### src/common/trsup_pkg.sv
// Package for the trip path supervision block: register map, fields,
// reset values and timing constants.
// Assumes a 100 MHz system clock and a word-indexed register port.
package trsup_pkg;

  // Register width and address width of the register port.
  localparam int unsigned DATA_W = 16;
  localparam int unsigned ADDR_W = 4;

  // Register indices on the register port.
  localparam logic [3:0] CTRL_ADDR       = 4'h0;
  localparam logic [3:0] DELAY_ADDR      = 4'h1;
  localparam logic [3:0] STATE_ADDR      = 4'h2;
  localparam logic [3:0] IRQ_STATUS_ADDR = 4'h3;
  localparam logic [3:0] IRQ_ENABLE_ADDR = 4'h4;
  localparam logic [3:0] IRQ_CLEAR_ADDR  = 4'h5;

  // Control register fields.
  localparam int unsigned CTRL_ENABLE_BIT  = 0;
  localparam int unsigned CTRL_PERMIT_BIT  = 1;
  localparam int unsigned CTRL_EITHER_BIT  = 2;
  localparam int unsigned CTRL_BLK1_AS_BIT = 3;
  localparam int unsigned CTRL_BLK2_AS_BIT = 4;
  localparam int unsigned CTRL_POS_AS_BIT  = 5;
  localparam int unsigned CTRL_W           = 6;
  localparam logic [5:0]  CTRL_RESET       = 6'h00;

  // State register fields: synchronised inputs, then output states.
  localparam int unsigned ST_AUX_ON_BIT   = 0;
  localparam int unsigned ST_AUX_OFF_BIT  = 1;
  localparam int unsigned ST_BLK1_BIT     = 2;
  localparam int unsigned ST_BLK2_BIT     = 3;
  localparam int unsigned ST_POS_BIT      = 4;
  localparam int unsigned ST_ACTIVE_BIT   = 5;
  localparam int unsigned ST_BLOCKED_BIT  = 6;
  localparam int unsigned ST_ALARM_BIT    = 7;
  localparam int unsigned ST_NOTPOSS_BIT  = 8;

  // Interrupt event bits.
  localparam int unsigned EV_ALARM_SET    = 0;
  localparam int unsigned EV_ALARM_CLR    = 1;
  localparam int unsigned EV_BLOCKED      = 2;
  localparam int unsigned EV_NOTPOSS      = 3;
  localparam int unsigned EV_W            = 4;

  // Alarm delay in units of 10 ms: 0.10 s to 10.00 s, default 0.2 s.
  localparam int unsigned DELAY_W         = 10;
  localparam logic [9:0]  DELAY_MIN       = 10'h00A;
  localparam logic [9:0]  DELAY_MAX       = 10'h3E8;
  localparam logic [9:0]  DELAY_RESET     = 10'h014;

  // Delay unit and the clock cycles it spans.
  localparam int unsigned CLK_PERIOD_NS   = 10;
  localparam int unsigned DELAY_UNIT_NS   = 10_000_000;
  localparam int unsigned TICK_CYCLES     = DELAY_UNIT_NS / CLK_PERIOD_NS;

  // Input pin count of the synchroniser bank.
  localparam int unsigned PIN_W           = 5;

endpackage : trsup_pkg

### src/common/trsup_timer_if.sv
// Interface between the supervision control and its alarm delay timer.
// Assumes both ends share one clock.
`timescale 1ns/1ps
`default_nettype none
interface trsup_timer_if
  import trsup_pkg::*;
();
  logic               run;
  logic [DELAY_W-1:0] limit;
  logic               expired;
  logic [DELAY_W-1:0] elapsed;

  // The control side starts the timer and reads its result.
  modport ctrl (output run, output limit, input expired, input elapsed);
  // The timer side counts while run is high.
  modport timer (input run, input limit, output expired, output elapsed);
endinterface : trsup_timer_if
`default_nettype wire

### src/design/trsup_top.sv
// Trip path supervision block: watches breaker auxiliary contacts and
// raises a delayed alarm when the trip path is broken or unpowered.
// Assumes a 100 MHz clock, pins asynchronous, registers on a plain port.
//
// Summary of operation
// - Enable setting, default off; when off nothing is monitored or alarmed.
// - Block permit acts only if a blocking input is assigned.
// - Assigned blocking input true with permit on blocks and kills alarm.
// - Alarm delay settable 0.10 to 10.00 s, default 0.2 s.
// - Normally-open and normally-closed contact inputs are accepted and reported.
// - Two external blocking inputs are accepted and reported.
// - Selected breaker position source is accepted and reported.
// - Outputs active, externally blocked and alarm indications.
// - Not-possible shown while no breaker position source is assigned.
// - Lost control voltage raises the alarm after the delay.
// - Broken control circuit raises the alarm after the delay.
// - One contact: watch only when closed; both: watch always.
// - Mode Closed or Either, default Closed; second input only in Either.
`timescale 1ns/1ps
`default_nettype none
module trsup_top
  import trsup_pkg::*;
#(
  parameter int unsigned TICKS = TICK_CYCLES
) (
  input  wire logic              clk_i,
  input  wire logic              reset_i,
  input  wire logic              aux_on_i,
  input  wire logic              aux_off_i,
  input  wire logic              ext_block_one_i,
  input  wire logic              ext_block_two_i,
  input  wire logic              breaker_position_source_i,
  input  wire logic [ADDR_W-1:0] addr_i,
  input  wire logic [DATA_W-1:0] wdata_i,
  input  wire logic              wr_i,
  input  wire logic              rd_i,
  output logic      [DATA_W-1:0] rdata_o,
  output logic                   active_o,
  output logic                   ext_blocked_flag_o,
  output logic                   alarm_o,
  output logic                   not_possible_o,
  output logic                   irq_o
);

  // Address match, shared by the write and read decoders.
  function automatic logic hit(input logic [ADDR_W-1:0] a,
                               input logic [ADDR_W-1:0] r);
    hit = (a == r);
  endfunction : hit

  // Fault test of the monitored input for the present mode and position.
  // A digital input fed from the trip circuit reads low when the path is
  // broken or its control voltage is gone.
  function automatic logic path_fault(input logic either,
                                      input logic closed,
                                      input logic on_in,
                                      input logic off_in);
    if (closed)
    begin
      path_fault = !on_in;
    end
    else if (either)
    begin
      path_fault = !off_in;
    end
    else
    begin
      path_fault = 1'b0;
    end
  endfunction : path_fault

  logic [PIN_W-1:0]  pins_async;
  logic [PIN_W-1:0]  pins;
  logic              aux_on;
  logic              aux_off;
  logic              blk_one;
  logic              blk_two;
  logic              pos_closed;

  logic [CTRL_W-1:0]  ctrl_reg;
  logic [DELAY_W-1:0] delay_reg;
  logic [DELAY_W-1:0] delay_next;
  logic [EV_W-1:0]    irq_status_reg;
  logic [EV_W-1:0]    irq_enable_reg;
  logic [DATA_W-1:0]  rdata_reg;
  logic [DATA_W-1:0]  rdata_next;

  logic              enable;
  logic              permit;
  logic              either;
  logic              blocked;
  logic              not_possible;
  logic              fault;
  logic              alarm;
  logic [EV_W-1:0]   events;
  logic [EV_W-1:0]   clr_mask;
  logic              alarm_prev_reg;
  logic              blocked_prev_reg;
  logic              notposs_prev_reg;
  logic [DATA_W-1:0] state_word;

  trsup_timer_if tmr_if ();

  // Pins cross into the clock domain through two flip-flops each.
  assign pins_async = {breaker_position_source_i, ext_block_two_i,
                       ext_block_one_i, aux_off_i, aux_on_i};

  trsup_sync #(
    .WIDTH   (PIN_W)
  ) u_sync (
    .clk_i   (clk_i),
    .reset_i (reset_i),
    .async_i (pins_async),
    .sync_o  (pins)
  );

  // Synchronised input states.
  assign aux_on     = pins[0];
  assign aux_off    = pins[1];
  assign blk_one    = pins[2];
  assign blk_two    = pins[3];
  assign pos_closed = pins[4];

  // Settings taken from the control register.
  assign enable = ctrl_reg[CTRL_ENABLE_BIT];
  assign permit = ctrl_reg[CTRL_PERMIT_BIT];
  assign either = ctrl_reg[CTRL_EITHER_BIT];

  // Blocking needs the permit and a blocking input that is both
  // assigned and true; an unassigned input never blocks.
  assign blocked = enable && permit &&
                   ((ctrl_reg[CTRL_BLK1_AS_BIT] && blk_one) ||
                    (ctrl_reg[CTRL_BLK2_AS_BIT] && blk_two));

  // Without a position source there is no way to tell which contact
  // to watch, so supervision is reported as impossible.
  assign not_possible = enable && !ctrl_reg[CTRL_POS_AS_BIT];

  // Closed mode watches the 52a input only with the breaker closed;
  // Either mode also watches the 52b input with the breaker open.
  assign fault = path_fault(either, pos_closed, aux_on, aux_off);

  // The delay runs only while supervision is live and a fault is seen.
  assign tmr_if.run   = enable && !blocked && !not_possible && fault;
  assign tmr_if.limit = delay_reg;

  trsup_timer #(
    .TICKS   (TICKS)
  ) u_timer (
    .clk_i   (clk_i),
    .reset_i (reset_i),
    .tmr     (tmr_if.timer)
  );

  // Alarm once the delay expires; it falls as soon as run drops.
  assign alarm = tmr_if.expired;

  // Delay write value clamped into the legal range.
  always_comb
  begin
    if (wdata_i[DELAY_W-1:0] < DELAY_MIN)
    begin
      delay_next = DELAY_MIN;
    end
    else if (wdata_i[DELAY_W-1:0] > DELAY_MAX)
    begin
      delay_next = DELAY_MAX;
    end
    else
    begin
      delay_next = wdata_i[DELAY_W-1:0];
    end
  end

  // Control register: enable, permit, mode and assignment flags.
  always_ff @(posedge clk_i)
  begin
    if (reset_i)
    begin
      ctrl_reg <= CTRL_RESET;
    end
    else if (wr_i && hit(addr_i, CTRL_ADDR))
    begin
      ctrl_reg <= wdata_i[CTRL_W-1:0];
    end
  end

  // Alarm delay register in 10 ms units.
  always_ff @(posedge clk_i)
  begin
    if (reset_i)
    begin
      delay_reg <= DELAY_RESET;
    end
    else if (wr_i && hit(addr_i, DELAY_ADDR))
    begin
      delay_reg <= delay_next;
    end
  end

  // Previous output states for edge events.
  always_ff @(posedge clk_i)
  begin
    if (reset_i)
    begin
      alarm_prev_reg   <= 1'b0;
      blocked_prev_reg <= 1'b0;
      notposs_prev_reg <= 1'b0;
    end
    else
    begin
      alarm_prev_reg   <= alarm;
      blocked_prev_reg <= blocked;
      notposs_prev_reg <= not_possible;
    end
  end

  // Events: alarm raised, alarm cleared, blocked, not possible.
  assign events[EV_ALARM_SET] = alarm && !alarm_prev_reg;
  assign events[EV_ALARM_CLR] = !alarm && alarm_prev_reg;
  assign events[EV_BLOCKED]   = blocked && !blocked_prev_reg;
  assign events[EV_NOTPOSS]   = not_possible && !notposs_prev_reg;

  // Bits written with one in the clear register.
  assign clr_mask = (wr_i && hit(addr_i, IRQ_CLEAR_ADDR)) ?
                    wdata_i[EV_W-1:0] : '0;

  // Sticky status: an event in the clearing cycle still sets its bit.
  always_ff @(posedge clk_i)
  begin
    if (reset_i)
    begin
      irq_status_reg <= '0;
    end
    else
    begin
      irq_status_reg <= (irq_status_reg & ~clr_mask) | events;
    end
  end

  // Interrupt enable register.
  always_ff @(posedge clk_i)
  begin
    if (reset_i)
    begin
      irq_enable_reg <= '0;
    end
    else if (wr_i && hit(addr_i, IRQ_ENABLE_ADDR))
    begin
      irq_enable_reg <= wdata_i[EV_W-1:0];
    end
  end

  // Live state word: input states then output states.
  always_comb
  begin
    state_word                 = '0;
    state_word[ST_AUX_ON_BIT]  = aux_on;
    state_word[ST_AUX_OFF_BIT] = aux_off;
    state_word[ST_BLK1_BIT]    = blk_one;
    state_word[ST_BLK2_BIT]    = blk_two;
    state_word[ST_POS_BIT]     = pos_closed;
    state_word[ST_ACTIVE_BIT]  = enable;
    state_word[ST_BLOCKED_BIT] = blocked;
    state_word[ST_ALARM_BIT]   = alarm;
    state_word[ST_NOTPOSS_BIT] = not_possible;
  end

  // Read multiplexer; unmapped and write-only addresses read zero.
  always_comb
  begin
    rdata_next = '0;
    if (hit(addr_i, CTRL_ADDR))
    begin
      rdata_next[CTRL_W-1:0] = ctrl_reg;
    end
    else if (hit(addr_i, DELAY_ADDR))
    begin
      rdata_next[DELAY_W-1:0] = delay_reg;
    end
    else if (hit(addr_i, STATE_ADDR))
    begin
      rdata_next = state_word;
    end
    else if (hit(addr_i, IRQ_STATUS_ADDR))
    begin
      rdata_next[EV_W-1:0] = irq_status_reg;
    end
    else if (hit(addr_i, IRQ_ENABLE_ADDR))
    begin
      rdata_next[EV_W-1:0] = irq_enable_reg;
    end
    else
    begin
      rdata_next = '0;
    end
  end

  // Read data stands only in the cycle after the read strobe.
  always_ff @(posedge clk_i)
  begin
    if (reset_i)
    begin
      rdata_reg <= '0;
    end
    else if (rd_i)
    begin
      rdata_reg <= rdata_next;
    end
    else
    begin
      rdata_reg <= '0;
    end
  end

  // Output states.
  assign rdata_o            = rdata_reg;
  assign active_o           = enable;
  assign ext_blocked_flag_o = blocked;
  assign alarm_o            = alarm;
  assign not_possible_o     = not_possible;
  assign irq_o              = |(irq_status_reg & irq_enable_reg);

endmodule : trsup_top
`default_nettype wire

### src/design/trsup_sync.sv
// Two-flop synchroniser bank for the supervision input pins.
// Assumes inputs are asynchronous to clk_i.
`timescale 1ns/1ps
`default_nettype none
module trsup_sync #(
  parameter int unsigned WIDTH = 5
) (
  input  wire logic             clk_i,
  input  wire logic             reset_i,
  input  wire logic [WIDTH-1:0] async_i,
  output logic      [WIDTH-1:0] sync_o
);
  logic [WIDTH-1:0] meta_reg;
  logic [WIDTH-1:0] sync_reg;

  // Each pin passes two flip-flops; only the second is read.
  genvar g;
  generate
    for (g = 0; g < WIDTH; g++)
    begin : g_bit
      always_ff @(posedge clk_i)
      begin
        if (reset_i)
        begin
          meta_reg[g] <= 1'b0;
          sync_reg[g] <= 1'b0;
        end
        else
        begin
          meta_reg[g] <= async_i[g];
          sync_reg[g] <= meta_reg[g];
        end
      end
    end
  endgenerate

  assign sync_o = sync_reg;
endmodule : trsup_sync
`default_nettype wire

### src/design/trsup_timer.sv
// Alarm delay timer: counts 10 ms units while run is high.
// Assumes run drops for at least one cycle to restart the delay.
`timescale 1ns/1ps
`default_nettype none
module trsup_timer
  import trsup_pkg::*;
#(
  parameter int unsigned TICKS = TICK_CYCLES
) (
  input  wire logic   clk_i,
  input  wire logic   reset_i,
  trsup_timer_if.timer tmr
);
  logic [31:0]        pre_reg;
  logic               tick;
  logic [DELAY_W-1:0] cnt_reg;

  // Unit prescaler, held at zero while idle so every delay starts clean.
  assign tick = (pre_reg == 32'(TICKS - 1));

  always_ff @(posedge clk_i)
  begin
    if (reset_i || !tmr.run || tick)
    begin
      pre_reg <= 32'h0000_0000;
    end
    else
    begin
      pre_reg <= pre_reg + 32'h0000_0001;
    end
  end

  // Elapsed units; a drop of run restarts the delay.
  always_ff @(posedge clk_i)
  begin
    if (reset_i || !tmr.run)
    begin
      cnt_reg <= '0;
    end
    else if (tick && !tmr.expired)
    begin
      cnt_reg <= cnt_reg + 10'h001;
    end
  end

  assign tmr.elapsed = cnt_reg;
  assign tmr.expired = tmr.run && (cnt_reg >= tmr.limit);
endmodule : trsup_timer
`default_nettype wire

### config.mk
export PLATFORM = sky130hd
export DESIGN_NAME = trsup_top
export DESIGN_NICKNAME = d
export VERILOG_FILES = /design/src/common/trsup_pkg.sv /design/src/common/trsup_timer_if.sv /design/src/design/trsup_top.sv /design/src/design/trsup_sync.sv /design/src/design/trsup_timer.sv
export SDC_FILE = /design/constraint.sdc
export NUM_CORES = 1
export LEC_CHECK = 0
export BUFFER_PORTS_ARGS = -buffer_cell sky130_fd_sc_hd__buf_2
export CAP_MARGIN = 20
export CORE_MARGIN = 10
export CORE_UTILIZATION = 49
export DETAILED_ROUTE_END_ITERATION = 6
export HOLD_SLACK_MARGIN = 0.15
export MAX_ROUTING_LAYER = met4
export PLACE_DENSITY = 0.69
export SYNTH_ARGS = -nofsm -noshare
export SYNTH_HDL_FRONTEND = slang
export SYNTH_SLANG_ARGS = --single-unit
### constraint.sdc
create_clock -name clk_i -period 2.7 [get_ports clk_i]
set_input_delay 0.54 -clock clk_i [delete_from_list [all_inputs] [get_ports clk_i]]
set_output_delay 0.54 -clock clk_i [all_outputs]
set_load 0.005 [all_outputs]
==> metrics.md <==
| Metric | Value |
|---|---|
| Vias | `3344` |
| First-pass GRT wire length | `15.1 mm` |
| Arrival time worst endpoint | `2.04 ns` |
| Yosys Warn Count | `0` |
| Total negative slack | `0 ns` |
| Final worst slack | `0.118 ns` |
| GRT Total Usage | `14.7%` |
| GR Overflow Total | `0` |
| Placed cell area | `4320 µm²` |
| Max cap viols | `0` |
| Fin nets | `550` |
| Peak VDD IR | `0.000333 V` |
| Tcrit/Tclk final | `95.6%` |
| CORE AREA | `8090 µm²` |
| Drt pass-1 iters | `4` |
| Post-Synth XOR/XNOR Area | `6.52%` |
| Mapped Area | `4030 µm²` |
| R2R depth | `9` |
| HPWL after DPL | `6.48 mm` |
| Ant. Diodes | `0` |
| Multi-input gate area | `2090 µm²` |
| CTS tree | `built` |
| Worst-Skew Late Latency | `0.36 ns` |
| Min-delay worst type | `input port to register` |
| Most frequent cells in the layout | `dfxtp_1 (88), nor2_1 (82), nand2_1 (38)` |
| Row cnt | `33` |
| Most used DFF post-synth | `dfxtp_1` |
| # fillers | `796` |
| Clk root buf | `clkbuf_8` |
| R2R Path End | `u_timer.tmr.elapsed[8]` |
| Synth Area in Adders | `3.72%` |
| Num CTS Buffers | `9` |
| Hold Fails Final Rpt | `0` |
| Die area | `12300 µm²` |
| Status | `finished clean` |
| Synth unique cells | `47` |
| Gpl congestion | `0.882` |
| Place WS | `0.0927 ns` |
| Reg area | `1780 µm²` |
| DRT Wirelength | `8.76 mm` |
| DIE WIDTH | `111 µm` |
| Min cycle time layout | `2.58 ns` |
| Clock sink total | `89` |
| Power density over the cells | `519 nW/µm²` |
| Post-Synthesis Cells | `469` |
| H-tree levels | `3` |
| Worst-path clk slew | `0.08 ns` |
| Layout cells sized above 1 | `14.8%` |
| WL/cell | `14.2 µm` |
| RSZ-0062 raised after global routing | `false` |
| Hold buffers post-CTS | `0` |
| Setup crit end | `alarm_o` |
| Crit path from | `u_timer.tmr.elapsed[3]` |
| Final setup viols | `0` |
| Via/cell ratio | `5.40` |
| Max clock buf depth | `2` |
| Compound-gate portion of the synthesized area | `9.84%` |
| Initial antenna violation count | `0` |
| DRC violations left | `0` |
| Commonest non-fill, non-tap cell in the layout | `dfxtp_1` |
| Worst EP required | `2.16 ns` |
| IO buf count | `37` |
| Crit Path Category | `register to primary output` |
| Die Y | `111 µm` |
| Iter 0 DRT Violations | `233` |
| Pleak | `1.72 nW` |
| Critical Path Fanout Max | `6` |
| Hold_ws | `0.392 ns` |
| Post-route design area | `4540 µm²` |
| Setup crit end kind | `primary output` |
| Io pins | `50` |
| R2r setup slk | `0.22 ns` |
| Synth Area in Simple Gates | `26.2%` |
| Synthesis-to-layout area growth | `12.7%` |
| Max reg flops | `32` |
| Peak Freq | `387 MHz` |
| Count of pins over their slew limit | `0` |
| Yosys reg bits | `89` |
| Initial Util | `49.8%` |
| Mux share of post-synthesis cell area | `4.87%` |
| Largest net degree at the start of global routing | `38` |
| Setup Skew | `0.00894 ns` |
| Critical path launch point type | `register` |
| Vias in the first global route | `3258` |
| Share of flip-flops with an asynchronous set or reset | `0%` |
| DRT antenna net count | `0` |
| Syn_area_per_cell | `8.60 µm²` |
| EDFF count, synth | `0` |
| R2R Path Start | `u_timer.tmr.elapsed[3]` |
| Sequential area share after synthesis | `44.2%` |
| Main combinational cell family by area after synthesis | `simple AND/OR/NAND/NOR gates` |
## power breakdown
group / internal (mW) / switching, mW
sequential: 1.32 / 0.00768
clock: 0.454 / 0.478
combinational: 0.0365 / 0.0561
## worst max-delay path: stages (launching register included)
cell and delay [ns]:
dfxtp_1 0.43, ha_1 0.28, a21o_1 0.17, a21oi_1 0.19, nor3b_1 0.10, o31ai_2 0.29
inv_2 0.08, buf_2 0.14
## synth_stat cells, types with 3 or more instances
library cell,number,area (µm²)
a21oi_1,26,130
a22oi_1,10,75.1
a31oi_1,4,25.0
and3_1,8,50.1
buf_4,6,45.0
clkbuf_1,14,52.6
dfxtp_1,89,1780
ha_1,12,150
inv_1,20,75.1
mux2_2,3,33.8
mux2i_1,14,140
nand2_1,38,143
nand2b_1,3,18.8
nand3_1,23,115
nand4_1,7,43.8
nor2_1,82,308
nor2b_1,12,75.1
nor3_1,6,30.0
nor4_1,6,37.5
o21ai_0,4,20.0
o31ai_1,9,67.6
or3_1,3,18.8
or4_1,9,67.6
xnor2_1,17,149
xor2_1,13,114
## cell families (layout without fill, tap and decap cells)
kind of cell / count (synthesis) / after routing
adders and majority gates: 12 / 12
muxes: 18 / 18
buffers and inverters: 43 / 83
other: 1 / 6
and+or+nand+nor: 214 / 214
AOI/OAI and AO/OA: 62 / 62
xor gates and xnor gates: 30 / 30
DFF: 89 / 89
## through the flow
step | instances | power [mW] | util (%)
2_1_floorplan | 474 | 1.42 | -
5_1_grt | 619 | 2.45 | 56.1
3_3_place_gp | 602 | 1.45 | 53.4
6_report | 619 | 2.36 | 56.1
4_1_cts | 619 | 2.38 | 56.1
3_5_place_dp | 602 | 1.45 | 53.4
## worst min-delay path by stage
| stage | cells past startpoint | slack [ns] | start | end |
|---|---|---|---|---|
| 2_1_floorplan | 1 | 0.41 | u_sync.meta_reg[0] | u_sync.sync_o[0] |
| 3_3_place_gp | 1 | 0.42 | u_sync.meta_reg[3] | u_sync.sync_o[3] |
| 3_5_place_dp | 1 | 0.43 | u_sync.meta_reg[4] | u_sync.sync_o[4] |
| 4_1_cts | 2 | 0.38 | breaker_position_source_i | u_sync.meta_reg[4] |
| 5_1_grt | 2 | 0.39 | breaker_position_source_i | u_sync.meta_reg[4] |
| 6_report | 2 | 0.39 | breaker_position_source_i | u_sync.meta_reg[4] |
## metal layers
metal	vias to the layer above	global-route usage [%]	part of all wire [%]
met5	-	-	0
met4	0	6.60	2.1
met3	16	2.49	4.2
met2	77	22.6	46
met1	1559	18.6	48
li1	1692	-	-
## cell type report
type	count	share of cell area (%)
multi-input cells	342	46.0
flip-flops and latches	89	39.3
repair buffers	47	5.73
clock buffers	10	3.03
well taps	105	2.89
inverters	20	1.65
clock inverters	6	1.46
## what timing repair did
action / in CTS / in global routing
buffers inserted: 1 / 0
resized for setup: 2 / 1
setup endpoints to repair: 1 / 4
pin swaps: 0 / 1
No activity file was read; power rests on OpenSTA's default activity.
